===== src/common/sar_pkg.sv =====
package sar_pkg;
   localparam int          CODE_W       = 18;
   localparam int          CLK_PERIOD_NS = 25;
   localparam int          CONV_MIN_NS  = 300;
   localparam int          CONV_MAX_NS  = 500;
   localparam int          CONV_MIN_CYC = (CONV_MIN_NS + CLK_PERIOD_NS - 1) / CLK_PERIOD_NS;
   localparam int          CONV_MAX_CYC = CONV_MAX_NS / CLK_PERIOD_NS;
   // pin sync, edge detect and output flop eat cycles of the budget
   localparam int          PIPE_CYC     = 5;
   localparam logic [4:0]  CONV_CYC     = 5'(CONV_MAX_CYC - PIPE_CYC);
   localparam logic [17:0] SAT_POS      = 18'h1ffff;
   localparam logic [17:0] SAT_NEG      = 18'h20000;
   localparam logic [17:0] SHIFT_RST    = 18'h00000;
   typedef enum logic {SAR_IDLE, SAR_CONVERT} sar_state_e;
endpackage : sar_pkg


===== src/sar_top.sv =====
`timescale 1ns/10ps
module sar_top
   import sar_pkg::*;
(
   input  wire logic        clock_i,
   input  wire logic        rst_n_i,
   input  wire logic        convert_start_i,
   input  wire logic        serial_clock_i,
   input  wire logic        chain_select_in_i,
   input  wire logic [17:0] sample_code_i,
   input  wire logic        over_range_i,
   input  wire logic        under_range_i,
   output logic             serial_result_out_o,
   output logic             serial_result_out_oe_n_o
);
   localparam int A_CONV_LAT = CONV_CYC;

   logic [2:0]  sync;
   logic        cnv_s;
   logic        sclk_s;
   logic        sdi_s;
   logic        cnv_d;
   logic        sclk_d;
   logic        cnv_rise;
   logic        sclk_fall;
   sar_state_e  state;
   logic [4:0]  count;
   logic        done;
   logic        chain_mode;
   logic        busy_ind;
   logic        cs_enable;
   logic [17:0] result;
   logic [17:0] shreg;
   logic        next_sdo;
   logic [4:0]  conv_age;

   sar_sync sar_sync_inst (
      .clock_i (clock_i),
      .rst_n_i (rst_n_i),
      .async_i ({convert_start_i, serial_clock_i, chain_select_in_i}),
      .sync_o  (sync)
   );
   assign cnv_s  = sync[2];
   assign sclk_s = sync[1];
   assign sdi_s  = sync[0];

   function automatic logic [17:0] saturate(input logic [17:0] code, input logic over, input logic under);
      if (over)
         return SAT_POS;
      else if (under)
         return SAT_NEG;
      else
         return code;
   endfunction : saturate

   always_ff @(posedge clock_i) begin
      if (!rst_n_i) begin
         cnv_d  <= 1'b0;
         sclk_d <= 1'b0;
      end else begin
         cnv_d  <= cnv_s;
         sclk_d <= sclk_s;
      end
   end
   assign cnv_rise  = cnv_s & ~cnv_d;
   assign sclk_fall = sclk_d & ~sclk_s;
   assign done      = (state == SAR_CONVERT) && (count == 5'h01);
   assign cs_enable = ~cnv_s | ~sdi_s;

   // conversion runs off the internal clock only; a rise mid-conversion is ignored
   always_ff @(posedge clock_i) begin
      if (!rst_n_i) begin
         state <= SAR_IDLE;
         count <= 5'h00;
      end else begin
         case (state)
            SAR_IDLE: begin
               if (cnv_rise) begin
                  state <= SAR_CONVERT;
                  count <= CONV_CYC;
               end
            end
            SAR_CONVERT: begin
               count <= count - 5'h01;
               if (count == 5'h01)
                  state <= SAR_IDLE;
            end
            default: begin
               state <= SAR_IDLE;
               count <= 5'h00;
            end
         endcase
      end
   end

   always_ff @(posedge clock_i) begin
      if (!rst_n_i)
         chain_mode <= 1'b0;
      else if (cnv_rise && state == SAR_IDLE)
         chain_mode <= ~sdi_s;
   end

   always_ff @(posedge clock_i) begin
      if (!rst_n_i)
         result <= SHIFT_RST;
      else if (done)
         result <= saturate(sample_code_i, over_range_i, under_range_i);
   end

   // busy stays up until the first falling edge, which then reveals the msb
   always_ff @(posedge clock_i) begin
      if (!rst_n_i)
         busy_ind <= 1'b0;
      else if (done)
         busy_ind <= ~chain_mode & cs_enable;
      else if (sclk_fall)
         busy_ind <= 1'b0;
   end

   // in chain mode the host holds convert high while clocking, so no gating here
   always_ff @(posedge clock_i) begin
      if (!rst_n_i)
         shreg <= SHIFT_RST;
      else if (done)
         shreg <= saturate(sample_code_i, over_range_i, under_range_i);
      else if (sclk_fall && chain_mode)
         shreg <= {shreg[16:0], sdi_s};
      else if (sclk_fall && !busy_ind && cs_enable)
         shreg <= {shreg[16:0], 1'b0};
   end

   always_comb begin
      if (state == SAR_CONVERT && !chain_mode)
         next_sdo = 1'b1;
      else if (busy_ind)
         next_sdo = 1'b0;
      else
         next_sdo = shreg[17];
   end

   always_ff @(posedge clock_i) begin
      if (!rst_n_i) begin
         serial_result_out_o      <= 1'b0;
         serial_result_out_oe_n_o <= 1'b1;
      end else begin
         serial_result_out_o      <= next_sdo;
         serial_result_out_oe_n_o <= ~(chain_mode | cs_enable);
      end
   end

   // assertion helper: cycles since the detected start
   // saturates so a long idle stretch never wraps back into the window
   always_ff @(posedge clock_i) begin
      if (!rst_n_i)
         conv_age <= 5'h00;
      else if (cnv_rise && state == SAR_IDLE)
         conv_age <= 5'h01;
      else if (conv_age != 5'h1f)
         conv_age <= conv_age + 5'h01;
   end
endmodule : sar_top


===== src/sar_sync.sv =====
`timescale 1ns/10ps
module sar_sync (
   input  wire logic       clock_i,
   input  wire logic       rst_n_i,
   input  wire logic [2:0] async_i,
   output logic      [2:0] sync_o
);
   logic [2:0] meta;
   always_ff @(posedge clock_i) begin
      if (!rst_n_i) begin
         meta   <= 3'h0;
         sync_o <= 3'h0;
      end else begin
         meta   <= async_i;
         sync_o <= meta;
      end
   end
endmodule : sar_sync


===== config.mk =====
export PLATFORM = sky130hd
export DESIGN_NAME = sar_top
export DESIGN_NICKNAME = d
export VERILOG_FILES = /design/src/common/sar_pkg.sv /design/src/sar_top.sv /design/src/sar_sync.sv
export SDC_FILE = /design/constraint.sdc
export NUM_CORES = 1
export LEC_CHECK = 0
export BUFFER_PORTS_ARGS = -buffer_cell sky130_fd_sc_hd__buf_4
export CAP_MARGIN = 5
export CORE_ASPECT_RATIO = 0.5
export CORE_MARGIN = 5
export CORE_UTILIZATION = 50
export DETAILED_ROUTE_END_ITERATION = 8
export PLACE_DENSITY = 0.71
export SLEW_MARGIN = 20
export SYNTH_ARGS = -nofsm -noshare
export SYNTH_HDL_FRONTEND = slang
export SYNTH_SLANG_ARGS = --single-unit

===== constraint.sdc =====
create_clock -name clock_i -period 3.6 [get_ports clock_i]
set_input_delay 0.36 -clock clock_i [delete_from_list [all_inputs] [get_ports clock_i]]
set_output_delay 0.36 -clock clock_i [all_outputs]
set_load 0.1 [all_outputs]

==> impl_metrics.toml, run 1 <==
[worst_setup_path]
crit_arrival_ns = 2.39
r2r-start = "state"
cpMaxStageDelayCell = "or3b_1"
r2r_setup_slack_ns = 1.39
cp_top_family = "simple AND/OR/NAND/NOR gates"
path_max_fanout = 21
path_buf_inv = 0
worstSetupPathType = "reg2reg"
endpoint_kind = "register"
start_kind = "register"
worst_path_largest_cell_delay_ns = 0.70
path_cells = "or3b_1 > or2_1 > o211a_1"
worst_r2r_endpoint = "state"
r2r_cells = 3
cp.required_ns = 3.78

[grt]
track_usage_pct = 18.24
gr-total-overflow = 0
grt_max_degree = 37
grt_pass1_vias = 1574
antenna_found_initial = 0
grt_pass1_wl_um = 7251

[sta]
report.final.hold_viol_count = 0
setup_viol = 0
drv_slew = 0
fmax_mhz = 453.0
slew_headroom_pct = 44.46
min_period_ns = 2.208
tightestPinTransition_ns = 0.8331
finalCritPeriodShare_pct = 61.32
fin_skew_ns = 0.002874
rsz0062_at_grt = "false"
tns_ns = 0

[yosys]
synth_nets = 240
synthCells = 213
synth_seq_cells = 36
yosysWarnings = 0
netlist_area_mm2 = 0.001871
seq_area_frac_synth_pct = 38.53
synth_area_per_cell_um2 = 8.782
async_flop_share_pct = 0
yosys_most_used_dff = "dfxtp_1"
synth_edf_count = 0
yosysUniqueCellTypes = 32

[power]
power_frac_seq_pct = 48.0
p_clk_share_pct = 40.5
p_leak_nw = 0.7196
p_switching_mw = 0.2198
powerDensity_mw_per_mm2 = 412.4
pwr-share-comb_pct = 11.5
p_sw_share_pct = 24.91
p_int_mw = 0.6626
vdd_drop_max_uv = 219.1

[worst_hold_path]
min_path_type = "in2reg"
hold-path-cell-count = 2
hp-start = "convert_start_i"
holdPathEnd = "sar_sync_inst.meta[2]"

[cts]
cts_buffer_depth = 2
clk_pin_slew_ns = 0.07
clockRootBuffer = "clkbuf_8"
cts_max_level = 2
tritoncts = "built"
insertion_delay_ns = 0.29
clock-sinks = 36
cts_buffers = 5
postCtsSetupRepairBufs = 0
ctsHoldBuffers = 0
cts_resized = 0

[route]
antenna_left = 0
remaining_drc_errors = 0
via_per_inst = 5.873
wl_per_cell_um = 15.28
first_iter_violations = 123
first_pass_iters = 4
dr_total_vias = 1615
wl_um = 4202

[cells_and_area]
diodes = 0
utilization_pct = 60.96
final_cell_mix = "dfxtp_1 (36), buf_4 (27), inv_1 (22), nor2b_1 (20)"
area_delta_synth_final_pct = 14.38
fin_nets = 250
fill_cells = 313
drive_gt1_share_pct = 17.41
layout_commonest_cell = "dfxtp_1"

[placed_design]
hpwlAfterDp_um = 2514
finalWeightedCongestion = 0.7347
io_buffers = 26

[die]
chipHeight_um = 53.25
coreArea_mm2 = 0.003510
die_area_mm2 = 0.005139
die_x_um = 96.50
num_io_pins = 27
rows = 15
initial_core_util_pct = 53.30

[status]
status = "finished, final reports clean"

[run]
cap_violations = 0
state kept, by name, summed over array words and instances (netlist names):
name and count:
shreg 18, count 5, sar_sync_inst.meta 3, sar_sync_inst.sync_o 3, busy_ind 1, chain_mode 1, cnv_d 1, sclk_d 1
serial_result_out_o 1, serial_result_out_oe_n_o 1, state 1
per-stage QoR:
step | std cells | power [mW] | worst slack [ns] | hold slack [ns] | instance area, um2
after global routing | 275 | 0.9197 | 1.247 | 0.2646 | 2140
after detailed placement | 267 | 0.5333 | 1.462 | 0.4212 | 2024
final | 275 | 0.8824 | 1.392 | 0.2739 | 2140
after CTS | 275 | 0.8897 | 1.421 | 0.2678 | 2136
after global placement | 267 | 0.5306 | 1.489 | 0.4144 | 2024
after floorplan | 213 | 0.4992 | 2.112 | 0.4119 | 1871
synthesized netlist by cell type, types with 2 or more instances:
| cell | instances | area (um2) |
|---|---|---|
| inv_1 | 22 | 82.58 |
| nor3b_1 | 2 | 15.01 |
| ha_1 | 2 | 25.02 |
| nand2b_1 | 3 | 18.77 |
| nor3_1 | 3 | 15.01 |
| o31ai_1 | 19 | 142.6 |
| buf_1 | 3 | 11.26 |
| or4_1 | 17 | 127.6 |
| dfxtp_1 | 36 | 720.7 |
| nor2b_1 | 20 | 125.1 |
| a31oi_1 | 19 | 118.9 |
| a211oi_1 | 4 | 30.03 |
| o41ai_1 | 17 | 148.9 |
| buf_2 | 6 | 30.03 |
| o21a_1 | 2 | 15.01 |
| clkbuf_1 | 13 | 48.80 |
| and2_1 | 9 | 56.30 |
| buf_6 | 2 | 22.52 |
worst max-delay path by stage:
stage                     cells after the start       end  slack, ns  startpoint
final                                         3     state       1.39       state
after global routing                          5  shreg[8]       1.25    count[1]
after CTS                                     5  shreg[8]       1.42    count[1]
after detailed placement                      3     state       1.46       state
after global placement                        3     state       1.49       state
after floorplan                               6  shreg[0]       2.11  chain_mode
power by group through the flow:
stage | registers [mW] | clock network, mW | logic [mW]
2_1_floorplan | 0.436 | 0 | 0.0628
3_3_place_gp | 0.432 | 0 | 0.0989
3_5_place_dp | 0.432 | 0 | 0.101
4_1_cts | 0.423 | 0.365 | 0.101
5_1_grt | 0.426 | 0.381 | 0.113
6_report | 0.424 | 0.357 | 0.101
cell type report:
type	count	area (um2)	share of cell area, %
multi-input combinational	131	958.4	44.80
sequential	36	720.7	33.68
timing repair buffer	27	202.7	9.474
inverter	22	82.58	3.860
clock buffer	5	68.82	3.216
tap	51	63.81	2.982
clock inverter	3	42.54	1.988
per-layer routing:
layer	up-vias	GRT usage, %	part of all wire (%)
li1	824	-	-
met1	755	23.12	49
met2	34	30.94	46
met3	2	4.688	4.6
met4	0	4.884	0.36
met5	-	0	0
cell families (layout without fill, tap and decap cells):
logic type	after synthesis	after routing	share of synthesized area, %
flops	36	36	38.53
simple gates	61	61	22.07
mux	1	1	0.6020
buf+inv	46	57	10.43
fa+ha+maj	2	2	1.338
compound gates	67	67	27.02
Note: power is estimated with default switching activity, not from simulation.
==> run 2, diff against run 1 <==
Settings changed: PLACE_DENSITY 0.71 to 0.74.
Clock period 3.6 ns to 1.8 ns, I/O delays scaled along.
==> impl_metrics.toml, run 2 (synthesis gave the netlist of run 1 again) <==
[worst_setup_path]
start_kind = "register"
path_max_fanout = 19
worst_path_largest_cell_delay_ns = 0.51
path_cells = "or3b_1 > or2_1 > a31oi_1"
worstSetupPathType = "reg2reg"
crit_arrival_ns = 1.85
cp.required_ns = 2.02
endpoint_kind = "register"
cpMaxStageDelayCell = "or2_1"

[power]
vdd_drop_max_uv = 447.2
pwr-share-comb_pct = 12.2
p_int_mw = 1.335
p_clk_share_pct = 40.5
power_frac_seq_pct = 47.3
p_leak_nw = 0.7633
p_sw_share_pct = 25.19
p_switching_mw = 0.4494
powerDensity_mw_per_mm2 = 806.2

[die]
die_x_um = 96.50
chipHeight_um = 53.25
rows = 15
die_area_mm2 = 0.005139
initial_core_util_pct = 53.30
coreArea_mm2 = 0.003510
num_io_pins = 27

[sta]
setup_viol = 0
hold_ws_ns = 0.08186
tns_ns = 0
fin_skew_ns = 0.01092
drv_slew = 0
slew_headroom_pct = 53.23
rsz0062_at_grt = "false"
finalCritPeriodShare_pct = 90.82
min_period_ns = 1.635
tightestPinTransition_ns = 0.7015
fmax_mhz = 611.7
worst_slack_ns = 0.1653
report.final.hold_viol_count = 0

[cells_and_area]
fin_nets = 257
largest-register = "shreg"
layout.area.seq_um2 = 720.7
utilization_pct = 63.07
multi_input_area_um2 = 954.7
final_cell_count_no_fill = 282
final_cell_mix = "dfxtp_1 (36), buf_4 (32), inv_1 (22), nor2b_1 (20)"
area_delta_synth_final_pct = 18.33
drive_gt1_share_pct = 19.05
layout_commonest_cell = "dfxtp_1"
fill_cells = 302
diodes = 0
largest_register_ffs = 18
largest_registers = "shreg (18), count (5)"

[placed_design]
hpwlAfterDp_um = 2606
place_ws_ns = 0.1981
finalWeightedCongestion = 0.7323
io_buffers = 26
place_inst = 274

[grt]
grt_pass1_vias = 1572
grt_pass1_wl_um = 7162
gr-total-overflow = 0
antenna_found_initial = 0
track_usage_pct = 18.51
grt_max_degree = 37

[route]
remaining_drc_errors = 0
highest_layer = "met4"
wl_met3_um = 193
first_pass_iters = 4
first_iter_violations = 91
antenna_left = 0
routed-wl-met2_um = 1985
via_per_inst = 5.918
wl_met1_um = 2053
wl_per_cell_um = 15.19
wl_um = 4284
dr_total_vias = 1669

[cts]
cts_resized = 0
postCtsSetupRepairBufs = 0
tritoncts = "built"
clockRootBuffer = "clkbuf_8"
cts_buffers = 5
cts_max_level = 2
clock-sinks = 36
insertion_delay_ns = 0.30
clk_pin_slew_ns = 0.08
ctsHoldBuffers = 0
cts_buffer_depth = 2

[status]
status = "finished, final reports clean"

[run]
cap_violations = 0

[worst_hold_path]
min_path_type = "in2reg"
[run 2: cell types whose count changed in the layout (fill, tap and decap cells not counted)]
cell / before / now
buf_4: 27 / 32
buf_12: 0 / 2
and3b_1: 0 / 1
and3b_2: 1 / 0
nand2b_1: 2 / 3
nand2b_2: 1 / 0
[run 2: power groups by stage]
stage	clock (mW)	combinational (mW)	sequential, mW
after floorplan	0	0.126	0.873
after global placement	0	0.213	0.860
after detailed placement	0	0.217	0.861
after CTS	0.729	0.219	0.843
after global routing	0.768	0.242	0.848
final	0.723	0.219	0.843
[run 2: area by class of cell]
cell class | count | share of cell area [%]
clock buffer | 5 | 3.109
inverter | 22 | 3.731
timing repair buffer | 34 | 12.66
tap | 51 | 2.883
multi-input combinational | 131 | 43.13
sequential | 36 | 32.56
clock inverter | 3 | 1.922
[run 2: worst max-delay path, delay by kind of cell (launching register included)]
| family | cells | cell delay, ns |
|---|---|---|
| compound gates | 1 | 0.30 |
| flops | 1 | 0.34 |
| simple gates | 2 | 0.92 |
[run 2: metal layers]
metal  track usage [%]  vias to the layer above
met1             22.70                      801
met3             7.244                        5
li1                  -                      835
met4             6.512                        0
met5                 0                        -
met2             29.68                       28
[run 2: worst paths after layout]
check	slack [ns]	depth (start not counted)	startpoint	end
worst min-delay path	0.08	2	convert_start_i	sar_sync_inst.meta[2]
worst min register to register	0.44	1	sar_sync_inst.meta[0]	sar_sync_inst.sync_o[0]
worst max-delay path	0.17	3	count[2]	shreg[4]
worst max register to register	0.17	3	count[2]	shreg[4]
[run 2: metrics by stage]
step	power, mW	instance area, um2
final	1.784	2213
after global routing	1.858	2213
after CTS	1.790	2213
after detailed placement	1.079	2102
after global placement	1.073	2102
after floorplan	0.9983	1871
==> run 3, diff against run 2 <==
Settings changed: ABC_CLOCK_PERIOD_IN_PS set to 1800, CORE_UTILIZATION 50 to 30, GPL_TIMING_DRIVEN set to 0, PLACE_DENSITY 0.74 to 0.49.
==> impl_metrics.toml, run 3 (synthesis gave the netlist of run 1 again) <==
[die]
initial_core_util_pct = 30.89
coreArea_mm2 = 0.006056
chipHeight_um = 65.84
die_x_um = 121.7
num_io_pins = 27
die_area_mm2 = 0.008010
rows = 20

[status]
status = "finished, final reports clean"

[cells_and_area]
fin_nets = 271
final_cell_count_no_fill = 333
largest_registers = "shreg (18), count (5)"
layout.area.seq_um2 = 721.9
largest_register_ffs = 18
drive_gt1_share_pct = 20.41
fill_cells = 642
final_cell_mix = "dfxtp_1 (35), buf_4 (25), inv_1 (22)"
multi_input_area_um2 = 959.7
area_delta_synth_final_pct = 24.28
largest-register = "shreg"
utilization_pct = 38.39
layout_commonest_cell = "dfxtp_1"
diodes = 0

[placed_design]
finalWeightedCongestion = 0.7945
place_inst = 326
io_buffers = 25
hpwlAfterDp_um = 3381

[power]
p_clk_share_pct = 44.8
p_sw_share_pct = 24.01
power_frac_seq_pct = 43.7
vdd_drop_max_uv = 324.8
p_switching_mw = 0.4642
powerDensity_mw_per_mm2 = 831.7
p_int_mw = 1.469
p_leak_nw = 0.7961
pwr-share-comb_pct = 11.5
power_mw = 1.934

[worst_setup_path]
cpMaxStageDelayCell = "or3b_1"
r2r_setup_slack_ns = 0.13
r2r-start = "count[2]"
worstSetupPathType = "reg2reg"
path_cells = "or3b_1 > clkbuf_1 > o41ai_1 > a31oi_1"
r2r_cells = 4
crit_arrival_ns = 1.82
path_max_fanout = 10
worst_path_largest_cell_delay_ns = 0.43
worst_r2r_endpoint = "shreg[15]"
endpoint_kind = "register"
start_kind = "register"
cp.required_ns = 1.95

[sta]
report.final.hold_viol_count = 0
min_period_ns = 1.673
tightestPinTransition_ns = 0.5302
finalCritPeriodShare_pct = 92.94
fin_skew_ns = 0.003183
slew_headroom_pct = 64.65
drv_slew = 0
setup_viol = 0
tns_ns = 0
rsz0062_at_grt = "false"
fmax_mhz = 597.8

[route]
via_per_inst = 5.231
wl_per_cell_um = 14.89
remaining_drc_errors = 0
first_pass_iters = 4
first_iter_violations = 117
wl_um = 4958
dr_total_vias = 1742
antenna_left = 0

[worst_hold_path]
hp-start = "convert_start_i"
min_path_type = "in2reg"
holdPathEnd = "sar_sync_inst.meta[2]"
hold-path-cell-count = 2

[grt]
grt_max_degree = 12
track_usage_pct = 13.26
antenna_found_initial = 0
gr-total-overflow = 0
grt_pass1_wl_um = 8631
grt_pass1_vias = 1817

[run]
cap_violations = 0

[cts]
cts_buffers = 5
clock-sinks = 36
cts_max_level = 2
clk_pin_slew_ns = 0.06
insertion_delay_ns = 0.28
tritoncts = "built"
clockRootBuffer = "clkbuf_16"
cts_buffer_depth = 2
postCtsSetupRepairBufs = 0
[run 3: how the worst max path moves through the flow]
| stage | depth (start not counted) | to | startpoint |
|---|---|---|---|
| global route | 4 | shreg[14] | count[2] |
| detailed placement | 6 | shreg[14] | sar_sync_inst.sync_o[1] |
| global placement | 6 | shreg[17] | sar_sync_inst.sync_o[1] |
| floorplan | 6 | shreg[0] | chain_mode |
| finish | 4 | shreg[15] | count[2] |
| CTS | 5 | shreg[17] | sar_sync_inst.sync_o[1] |
[run 3: final cells by class]
class,instances,share of cell area (%)
Multi-Input combinational cell,131,41.28
Inverter,22,3.552
Timing Repair Buffer,25,8.073
Clock inverter,2,0.4306
Sequential cell,36,31.05
Tap cell,88,4.736
Clock buffer,6,5.974
Buffer,23,4.898
[run 3: what timing repair did]
| action | CTS | global route |
|---|---|---|
| gates resized for setup | 3 | 5 |
| hold endpoints to repair | 0 | 0 |
| pin swaps | 0 | 0 |
| hold buffers | 0 | 0 |
| setup endpoints to repair | 11 | 11 |
[run 3: through the flow]
| step | hold WS (ns) | worst slack [ns] | cell area, um2 |
|---|---|---|---|
| floorplan | 0.3073 | 0.3120 | 1871 |
| global placement | 0.3865 | -0.07267 | 2168 |
| detailed placement | 0.3939 | -0.09445 | 2168 |
| CTS | 0.1059 | 0.03969 | 2321 |
| global route | 0.1170 | 0.03136 | 2325 |
| finish | 0.1078 | 0.1271 | 2325 |
[run 3: critical path: cells and delay by family (launching register included)]
| family | cells | cell delay, ns |
|---|---|---|
| AND/OR/NAND/NOR | 1 | 0.43 |
| flip-flops | 1 | 0.34 |
| buffers and inverters | 1 | 0.28 |
| AO/OA/AOI/OAI | 2 | 0.50 |
[run 3: routing by layer]
metal  global-route usage (%)  routed length, um
met1                    17.27               2393
met2                    21.86               2263
met3                    3.333                241
met4                    3.911                 61
met5                        0                  0
[run 3: power by group through the flow]
stage                     sequential, mW  combinational, mW  clock (mW)
after floorplan                    0.873              0.126           0
after global placement             0.862              0.219           0
after detailed placement           0.862              0.221           0
after CTS                          0.845              0.222       0.887
after global routing               0.850              0.245       0.929
final                              0.846              0.222       0.866
